## src/hw/lsr_consts.svh

```systemverilog
// Timing constants for the latched static RAM cycle controller
//==================================================================
// Operation
// - Hold address stable past chip enable fall
// - Read needs enable, selects low, strobe high
// - Meet data setup and hold at write end
// - Selects first: wait disable delay before driving
// - Selects first: strobe width disable plus setup
// - Consecutive writes may keep strobe low
`ifndef LSR_CONSTS_SVH
`define LSR_CONSTS_SVH
`define LSR_CLK_PERIOD_NS      50
`define LSR_ENABLE_ACCESS_NS   300
`define LSR_WR_DISABLE_NS      30
`define LSR_DATA_SETUP_NS      150
`define LSR_DATA_HOLD_NS       0
`define LSR_MIN_WRITE_NS       180
`define LSR_SEL_DISABLE_NS     150
`define LSR_ADDR_HOLD_NS       50
`define LSR_EN_HIGH_NS         100
`define LSR_CEIL(t) (((t) + `LSR_CLK_PERIOD_NS - 1) / `LSR_CLK_PERIOD_NS)
`define LSR_MAX1(n) (((n) < 1) ? 1 : (n))
`define LSR_ACCESS_CYC  `LSR_MAX1(`LSR_CEIL(`LSR_ENABLE_ACCESS_NS))
`define LSR_WRDIS_CYC   `LSR_MAX1(`LSR_CEIL(`LSR_WR_DISABLE_NS))
`define LSR_SETUP_CYC   `LSR_MAX1(`LSR_CEIL(`LSR_DATA_SETUP_NS))
`define LSR_HOLD_CYC    `LSR_MAX1(`LSR_CEIL(`LSR_DATA_HOLD_NS))
`define LSR_MINWR_CYC   `LSR_MAX1(`LSR_CEIL(`LSR_MIN_WRITE_NS))
`define LSR_SELDIS_CYC  `LSR_MAX1(`LSR_CEIL(`LSR_SEL_DISABLE_NS))
`define LSR_AHOLD_CYC   `LSR_MAX1(`LSR_CEIL(`LSR_ADDR_HOLD_NS))
`define LSR_ENHI_CYC    `LSR_MAX1(`LSR_CEIL(`LSR_EN_HIGH_NS))
`endif

```

## src/hw/lsr_pkg.sv

```systemverilog
// Types for the latched static RAM cycle controller
package lsr_pkg;
  // Controller states, Gray coded in declaration order
  typedef enum logic [3:0] {
    ST_IDLE   = 4'h0,
    ST_AHOLD  = 4'h1,
    ST_ACCESS = 4'h3,
    ST_WDIS   = 4'h2,
    ST_WSETUP = 4'h6,
    ST_WHOLD  = 4'h7,
    ST_RECOV  = 4'h5,
    ST_SDIS   = 4'h4
  } lsr_state_e;
  // Pins driven towards the memory
  typedef struct packed {
    logic enable_n;
    logic select_one_n;
    logic select_two_n;
    logic write_n;
  } lsr_ctrl_s;
endpackage
```

## src/hw/lsr_host.sv

```systemverilog
// Host-side cycle controller for a latched-address static RAM
`timescale 1ns/10ps
`include "lsr_consts.svh"
module lsr_host #(
  parameter int AW = 10,
  parameter int DW = 4
) (
  // Clock and reset
  input  wire logic          i_core_clk,
  input  wire logic          i_rst_b,
  // User request side
  input  wire logic          i_req_valid,
  input  wire logic          i_req_write,
  input  wire logic          i_req_rmw,
  input  wire logic [AW-1:0] i_req_addr,
  input  wire logic [DW-1:0] i_req_wdata,
  output logic               o_req_ready,
  output logic               o_rsp_valid,
  output logic [DW-1:0]      o_rsp_rdata,
  // Memory pins
  output lsr_pkg::lsr_ctrl_s o_mem_ctrl,
  output logic [AW-1:0]      o_mem_addr,
  output logic [DW-1:0]      o_mem_dq_out,
  output logic               o_mem_dq_oe_n,
  input  wire logic [DW-1:0] i_mem_dq_in
);
  localparam logic [3:0] ACC_C  = 4'(`LSR_ACCESS_CYC);
  localparam logic [3:0] WDIS_C = 4'(`LSR_WRDIS_CYC);
  localparam logic [3:0] SET_C  = 4'(`LSR_SETUP_CYC);
  localparam logic [3:0] HOLD_C = 4'(`LSR_HOLD_CYC);
  localparam logic [3:0] AH_C   = 4'(`LSR_AHOLD_CYC);
  localparam logic [3:0] ENH_C  = 4'(`LSR_ENHI_CYC);
  localparam logic [3:0] SDIS_C = 4'(`LSR_SELDIS_CYC);
  localparam logic [3:0] MINW_C = 4'(`LSR_MINWR_CYC);

  //==================================================================
  // State and registers
  lsr_pkg::lsr_state_e state_reg, state_next;
  logic [3:0]    cnt_reg, cnt_next;
  logic          wr_reg, rmw_reg, rd_done_reg;
  logic [AW-1:0] addr_reg;
  logic [DW-1:0] wdata_reg;
  logic          en_n_reg, sel_n_reg, wr_n_reg, oe_n_reg;
  logic [3:0]    wlow_reg;

  // Decodes
  wire cnt_done = (cnt_reg == 4'h1);
  wire take     = (state_reg == lsr_pkg::ST_IDLE) && i_req_valid;
  wire rd_phase = (state_reg == lsr_pkg::ST_ACCESS);
  assign o_req_ready = (state_reg == lsr_pkg::ST_IDLE);

  // Next state
  always_comb begin
    state_next = state_reg;
    cnt_next   = (cnt_reg > 4'h1) ? cnt_reg - 4'h1 : cnt_reg;
    case (state_reg)
      lsr_pkg::ST_IDLE: begin
        if (i_req_valid) begin
          state_next = lsr_pkg::ST_AHOLD;
          cnt_next   = AH_C;
        end
      end
      lsr_pkg::ST_AHOLD: begin
        if (cnt_done) begin
          if (!wr_reg || rmw_reg) begin
            state_next = lsr_pkg::ST_ACCESS;
            cnt_next   = ACC_C + 4'h1; // Margin past access
          end else begin
            state_next = lsr_pkg::ST_WSETUP;
            cnt_next   = SET_C;
          end
        end
      end
      lsr_pkg::ST_ACCESS: begin
        if (cnt_done) begin
          if (rmw_reg) begin
            state_next = lsr_pkg::ST_WDIS;
            cnt_next   = WDIS_C;
          end else begin
            state_next = lsr_pkg::ST_RECOV;
            cnt_next   = ENH_C;
          end
        end
      end
      lsr_pkg::ST_WDIS: begin
        if (cnt_done) begin
          state_next = lsr_pkg::ST_WSETUP;
          cnt_next   = SET_C;
        end
      end
      lsr_pkg::ST_WSETUP: begin
        if (cnt_done && wlow_reg >= MINW_C) begin
          state_next = lsr_pkg::ST_WHOLD;
          cnt_next   = HOLD_C;
        end
      end
      lsr_pkg::ST_WHOLD: begin
        if (cnt_done) begin
          state_next = lsr_pkg::ST_SDIS;
          cnt_next   = SDIS_C;
        end
      end
      lsr_pkg::ST_SDIS: begin
        if (cnt_done) begin
          state_next = lsr_pkg::ST_RECOV;
          cnt_next   = ENH_C;
        end
      end
      lsr_pkg::ST_RECOV: begin
        if (cnt_done) begin
          state_next = lsr_pkg::ST_IDLE;
        end
      end
      default: state_next = lsr_pkg::ST_IDLE;
    endcase
  end

  // Pin levels per state
  // Enable falls one cycle after the address settles
  wire en_n_next  = !(state_next != lsr_pkg::ST_IDLE &&
                      state_next != lsr_pkg::ST_AHOLD &&
                      state_next != lsr_pkg::ST_RECOV);
  // Selects rise with the strobe: device never drives onto host data
  wire sel_n_next = !(state_next == lsr_pkg::ST_ACCESS ||
                      state_next == lsr_pkg::ST_WDIS ||
                      state_next == lsr_pkg::ST_WSETUP);
  wire wr_n_next  = !(state_next == lsr_pkg::ST_WDIS ||
                      state_next == lsr_pkg::ST_WSETUP);
  wire oe_n_next  = !(state_next == lsr_pkg::ST_WSETUP ||
                      state_next == lsr_pkg::ST_WHOLD);

  // Sequential update
  always_ff @(posedge i_core_clk) begin
    if (!i_rst_b) begin
      state_reg <= lsr_pkg::ST_IDLE;
      cnt_reg   <= 4'h0;
      en_n_reg  <= 1'b1;
      sel_n_reg <= 1'b1;
      wr_n_reg  <= 1'b1;
      oe_n_reg  <= 1'b1;
      wlow_reg  <= 4'h0;
    end else begin
      state_reg <= state_next;
      cnt_reg   <= cnt_next;
      en_n_reg  <= en_n_next;
      sel_n_reg <= sel_n_next;
      wr_n_reg  <= wr_n_next;
      oe_n_reg  <= oe_n_next;
      wlow_reg  <= wr_n_next ? 4'h0 : wlow_reg + {3'h0, wlow_reg != 4'hf};
    end
  end

  // Request capture and read data
  always_ff @(posedge i_core_clk) begin
    if (!i_rst_b) begin
      wr_reg      <= 1'b0;
      rmw_reg     <= 1'b0;
      addr_reg    <= '0;
      wdata_reg   <= '0;
      o_rsp_rdata <= '0;
      rd_done_reg <= 1'b0;
    end else begin
      rd_done_reg <= 1'b0;
      if (take) begin
        wr_reg    <= i_req_write;
        rmw_reg   <= i_req_write && i_req_rmw;
        addr_reg  <= i_req_addr;
        wdata_reg <= i_req_wdata;
      end
      if (rd_phase && cnt_done) begin
        o_rsp_rdata <= i_mem_dq_in;
        rd_done_reg <= 1'b1;
      end
      if (state_reg == lsr_pkg::ST_RECOV && cnt_done && wr_reg) begin
        rd_done_reg <= 1'b1;
      end
    end
  end

  // Outputs
  assign o_rsp_valid             = rd_done_reg;
  assign o_mem_ctrl.enable_n     = en_n_reg;
  assign o_mem_ctrl.select_one_n = sel_n_reg;
  assign o_mem_ctrl.select_two_n = sel_n_reg;
  assign o_mem_ctrl.write_n      = wr_n_reg;
  assign o_mem_addr              = addr_reg;
  assign o_mem_dq_out            = wdata_reg;
  assign o_mem_dq_oe_n           = oe_n_reg;

  //==================================================================
  // Checks
  no_drive_sel_a: assert property (@(posedge i_core_clk)
    disable iff (!i_rst_b)
    (!o_mem_dq_oe_n && !sel_n_reg && $past(o_mem_dq_oe_n)) |->
      !wr_n_reg && ($past(wr_n_reg) == 1'b0 || $past(sel_n_reg) == 1'b1))
    else $error("Host drives data while device may drive");
  write_low_a: assert property (@(posedge i_core_clk)
    disable iff (!i_rst_b)
    !wr_n_reg |-> !en_n_reg && !o_mem_dq_oe_n || state_reg ==
      lsr_pkg::ST_WDIS)
    else $error("Write strobe low outside enable");
  setup_end_a: assert property (@(posedge i_core_clk)
    disable iff (!i_rst_b)
    $rose(wr_n_reg) |-> $past(o_mem_dq_oe_n, 1) == 1'b0 &&
      $past(o_mem_dq_oe_n, 3) == 1'b0 && !o_mem_dq_oe_n)
    else $error("Data not held around write end");
  min_pulse_a: assert property (@(posedge i_core_clk)
    disable iff (!i_rst_b)
    $fell(wr_n_reg) |-> !wr_n_reg [*4])
    else $error("Write strobe too short");
  addr_hold_a: assert property (@(posedge i_core_clk)
    disable iff (!i_rst_b)
    !en_n_reg |-> $stable(o_mem_addr))
    else $error("Address moved within cycle");
  access_wait_a: assert property (@(posedge i_core_clk)
    disable iff (!i_rst_b)
    $fell(en_n_reg) && !wr_reg |-> ##[6:9] o_rsp_valid)
    else $error("Read response timing wrong");
  enable_high_a: assert property (@(posedge i_core_clk)
    disable iff (!i_rst_b)
    $rose(en_n_reg) |-> en_n_reg [*2])
    else $error("Enable high time too short");
  sel_first_a: assert property (@(posedge i_core_clk)
    disable iff (!i_rst_b)
    $fell(sel_n_reg) && wr_reg && !rmw_reg |-> !wr_n_reg)
    else $error("Plain write selects before strobe");
endmodule

```

## config.mk

```make
export PLATFORM = sky130hd
export DESIGN_NAME = lsr_host
export DESIGN_NICKNAME = d
export VERILOG_FILES = /design/src/hw/lsr_pkg.sv /design/src/hw/lsr_host.sv
export VERILOG_INCLUDE_DIRS = /design/src /design/src/hw
export SDC_FILE = /design/constraint.sdc
export NUM_CORES = 1
export LEC_CHECK = 0
export BUFFER_PORTS_ARGS = -buffer_cell sky130_fd_sc_hd__buf_2
export CAP_MARGIN = 20
export CORE_MARGIN = 4
export CORE_UTILIZATION = 51
export CTS_CLUSTER_DIAMETER = 200
export DETAILED_ROUTE_END_ITERATION = 6
export HOLD_SLACK_MARGIN = 0.12
export PLACE_DENSITY = 0.78
export SYNTH_ARGS = -nofsm -noshare
export SYNTH_HDL_FRONTEND = slang
export SYNTH_SLANG_ARGS = --single-unit
```

## constraint.sdc

```tcl
create_clock -name i_core_clk -period 2.46 [get_ports i_core_clk]
set_clock_uncertainty 0.2 [all_clocks]
set_input_delay 0.492 -clock i_core_clk [delete_from_list [all_inputs] [get_ports i_core_clk]]
set_output_delay 0.492 -clock i_core_clk [all_outputs]
set_load 0.03 [all_outputs]
```

-- Word-level counts from Yosys, hierarchy flattened
Index checks and enable logic that the tools add are counted.
- add/subtract/negate cells: 2
- reduce and logical (&&, ||, !) cells: 22
- $lt $le $gt $ge: 2
- equality and inequality tests: 15
- muxes and demuxes: 23
- operators with widths (operator ; count):
    2-to-1 mux 4 bit ; 15
    case mux 4 bit (8 select lines) ; 1
    equality test 4 x 3 -> 1 bit (second input constant) ; 6
    case mux 4 bit (6 select lines) ; 1
    equality test 4 x 2 -> 1 bit (second input constant) ; 4
    2-to-1 mux 3 bit ; 3
    equality test 4 x 1 -> 1 bit (second input constant) ; 2
    logical AND 1 bit ; 8
    zero test 1 bit ; 5
    logical OR 1 bit ; 5
    adder 4 x 1 -> 4 bit ; 1
    greater-or-equal comparator 4 x 3 -> 1 bit (second input constant) ; 1
    greater-than comparator 4 x 1 -> 1 bit (second input constant) ; 1
    zero test 4 bit ; 1
    inequality test 4 x 1 -> 1 bit (second input constant) ; 1
    inequality test 4 x 3 -> 1 bit (second input constant) ; 1
    inequality test 4 bit (second input constant) ; 1
    nonzero test 4 bit ; 1
    subtractor 4 x 1 -> 4 bit (second input constant) ; 1
    2-to-1 mux 1 bit ; 2
    2-to-1 mux 2 bit ; 1
    AND reduction 2 bit ; 1
    OR reduction 2 bit ; 1
- register bits: 37
- output and inout port bits: 25
- bits of input ports: 23
- word-level logic and storage cells: 77

-- Depth between registers and ports, before layout
- word-level depth: 9
- mapped depth: 7
- mapped depth without buffers: 7

-- Worst setup path after synthesis
No wires, ideal clock.
- path type: flip-flop to flip-flop
- start: register state_reg[1]
- end: register addr_reg[4] (netlist: o_mem_addr[4])
- slack: 0.571 ns
- stages on the path, launching flop included: 7
- data required time: 2.138 ns
- clock period less this slack: 1.889 ns
- path buffers: 2
- library setup time: 0.122 ns
- arrival: 1.567 ns
- cells stage by stage: dfxtp_1 clkbuf_2 nor4_4 nand2_1 clkbuf_1 nand2_1 a21boi_0
- word-level cells in the longest chain between the ends: 2
- RTL lines (what ; RTL line ; text):
    start: declaration ; lsr_host.sv:38 ; lsr_pkg::lsr_state_e state_reg, state_next;
    start signal: assignment ; lsr_host.sv:135 ; state_reg <= lsr_pkg::ST_IDLE;
    start signal: assignment ; lsr_host.sv:143 ; state_reg <= state_next;
    zero test 4 bit ; -- ;
    via o_req_ready ; lsr_host.sv:17 ; output logic o_req_ready,
    logical AND 1 bit ; lsr_host.sv:48 ; wire take = (state_reg == lsr_pkg::ST_IDLE) && i_req_valid;
    end signal: assignment ; lsr_host.sv:167 ; addr_reg <= i_req_addr;
    end: declaration ; lsr_host.sv:41 ; logic [AW-1:0] addr_reg;
The timed path passes the listed nets, and every way through them passes these cells.
A chain may end at the register's enable or synchronous reset.

-- Worst setup path in the final report
- start: register state_reg[2]
- end: output o_req_ready
- word-level cells in the longest chain between the ends: 1
- RTL lines (what ; RTL line ; text):
    zero test 4 bit ; lsr_host.sv:50 ; assign o_req_ready = (state_reg == lsr_pkg::ST_IDLE);
    end: declaration ; lsr_host.sv:17 ;
Every way passes these cells.

==> impl_metrics.ini <==
[setup_path]
worstRegToRegCells = 7
timing.rr.start = cnt_reg[1]
end_kind = primary output
criticalPathCategory = flop to primary output
cp_max_fo = 16
cp.required_ns = 1.77
timing.rr.end = en_n_reg
arrival_ns = 1.47
crit_path_start_kind = flop
reg2reg_slack_ns = 0.38

[placed_design]
place_hpwl_um = 2470
place.gp.congestion = 0.851
io_buffers = 47
placed_area_um2 = 1980
dp_slack_ns = 0.424

[floorplan]
die_h_um = 67.0
die_area_um2 = 4490
initial_core_util = 0.532
core_um2 = 3340
rows = 21
die-width_um = 67.0
top_level_ports = 48

[final_layout]
fin_nets = 268
fin_area_um2 = 2050
drive_gt1_frac = 0.248
fill_cells = 302
syn2layout_area_growth_pct = 15.3
multi_input_area_um2 = 917
antenna_cells = 0
largest_register_ffs = 10
seq_area_um2 = 741

[synthesis]
ys_warn_count = 0
async_reset_ff_frac = 0
synth_area_per_cell_um2 = 8.78
syn-num-nets = 229
synthesis.area_um2 = 1770
postSynthCellCount = 202
yosysUniqueCellTypes = 43
synth_edf_count = 0
synth_ff_type = dfxtp_1
ys_ff_latch = 37
seq_area_frac_synth = 0.417

[outcome]
outcome = complete, no violations

[power]
power_density_nw_per_um2 = 690
leakagePower_uw = 0.000888
peakVddDrop_mv = 0.474

[sta]
fin_crit_sh = 0.879
setup_ws_ns = 0.297
hold_viol_final = 0
worst_slew_pin_slew_ns = 0.604
finalSetupTns_ns = 0
max_freq_mhz = 462
finalSetupViolations = 0
drv_slew = 0
slew_headroom = 0.597
rsz0062_at_grt = false
fin_crit_ns = 2.16

[grt]
use_met2 = 0.250
grt_pass1_wl_um = 5750
top_usage_layer = met2
grtUsageTotal = 0.171
antenna_found_initial = 0
grt_overflow = 0
grt_pass1_vias = 1270
gr-usage-met3 = 0.0658
grt_max_degree = 26
grt_use_met1 = 0.222

[run]
cap_violations = 0

[clocking]
clk_pin_slew_ns = 0.12
cts_resized = 0
insertion_delay_ns = 0.35
cts_setup_buffers = 0
cts_inserted_buffers = 5
cts_buffer_depth = 2
cts_sinks = 37
postCtsHoldBufs = 0
cts_max_level = 2
tritoncts = yes
root_buffer = clkbuf_4

[worst_hold_path]
min_to = o_mem_addr[6]
min_from = i_req_addr[6]
whs_path_depth = 3
hp-class = primary input to flop

[drt]
wl_per_cell_um = 12.1
ant_nets = 0
avgViaCountPerCell = 5.12
remaining_drc_errors = 0
firstDrtPassIters = 5
vias = 1474
drt-initial-drc-count = 87
routed_wl_um = 3470
metrics by stage:
stage	util	power, uW	std cells	hold slack, ns
2_1_floorplan	-	991	202	0.265
5_1_grt	0.613	1500	288	0.166
3_3_place_gp	0.594	1070	280	0.243
6_report	0.613	1410	288	0.163
4_1_cts	0.613	1430	288	0.145
3_5_place_dp	0.594	1080	280	0.247
worst max-delay path, stage by stage (launching register included):
cell and delay [ns]:
dfxtp_1 0.50, nor4_4 0.37, buf_2 0.25
report_power, final:
| group | switching, uW | internal, uW |
|---|---|---|
| combinational | 211 | 172 |
| sequential | 46.2 | 640 |
| clock | 204 | 139 |
| total | 462 | 951 |
cell usage after synthesis, drive strengths merged (2+ instances only):
cell | n | area share
xnor2 | 3 | 0.015
ha | 4 | 0.028
nand3 | 4 | 0.011
mux2i | 6 | 0.034
a211oi | 2 | 0.0085
nor3 | 3 | 0.0085
inv | 8 | 0.017
buf | 9 | 0.035
nand2b | 4 | 0.014
nor2 | 13 | 0.028
nand4 | 2 | 0.0071
o21ai | 3 | 0.0085
o21a | 3 | 0.013
and2 | 2 | 0.0071
a21oi | 8 | 0.029
o22ai | 3 | 0.011
a21boi | 19 | 0.080
clkbuf | 6 | 0.013
nor2b | 7 | 0.025
nor3b | 2 | 0.015
dfxtp | 37 | 0.42
nand2 | 39 | 0.083
cell usage in the layout (no fill, tap or decap), types with 3 or more instances in the layout:
master / n
nand2b_1: 4
buf_2: 47
clkbuf_4: 5
nand3_1: 4
o21a_1: 3
xnor2_1: 3
o22ai_1: 3
nor3_1: 3
nor2_1: 13
a21boi_0: 17
nand2_1: 39
nor2b_1: 7
a21oi_1: 7
ha_1: 4
inv_1: 8
dfxtp_1: 37
mux2i_1: 6
worst max path at each step:
stage / endpoint / startpoint / depth (start not counted)
global placement: en_n_reg / cnt_reg[1] / 7
finish: o_req_ready / state_reg[2] / 2
CTS: o_req_ready / state_reg[2] / 2
global route: o_req_ready / state_reg[2] / 2
floorplan: o_mem_addr[4] / state_reg[1] / 6
detailed placement: sel_n_reg / cnt_reg[1] / 7
per-layer routing:
metal / up-vias / part of all wire
met2: 47 / 0.44
met4: 0 / 0.018
met1: 659 / 0.45
met5: - / 0
li1: 762 / -
met3: 6 / 0.088
area by class of cell:
| cell class | count | area share |
|---|---|---|
| clock inverter | 2 | 0.00673 |
| clock buffer | 6 | 0.0251 |
| tap | 46 | 0.0281 |
| timing repair buffer | 47 | 0.115 |
| multi-input combinational | 142 | 0.448 |
| sequential | 37 | 0.362 |
| inverter | 8 | 0.0147 |
logic make-up (layout without fill, tap and decap cells):
family | after synthesis | count (layout) | share of synthesized area
buffers and inverters | 23 | 63 | 0.0656
adder cells (fa/ha/maj) | 4 | 4 | 0.0282
XOR/XNOR | 4 | 4 | 0.0197
other | 1 | 1 | 0.00211
multiplexers | 6 | 6 | 0.0339
AND/OR/NAND/NOR | 78 | 78 | 0.225
AO/OA/AOI/OAI | 49 | 49 | 0.208
flip-flops | 37 | 37 | 0.417
Power figures use the tool's default switching activity.
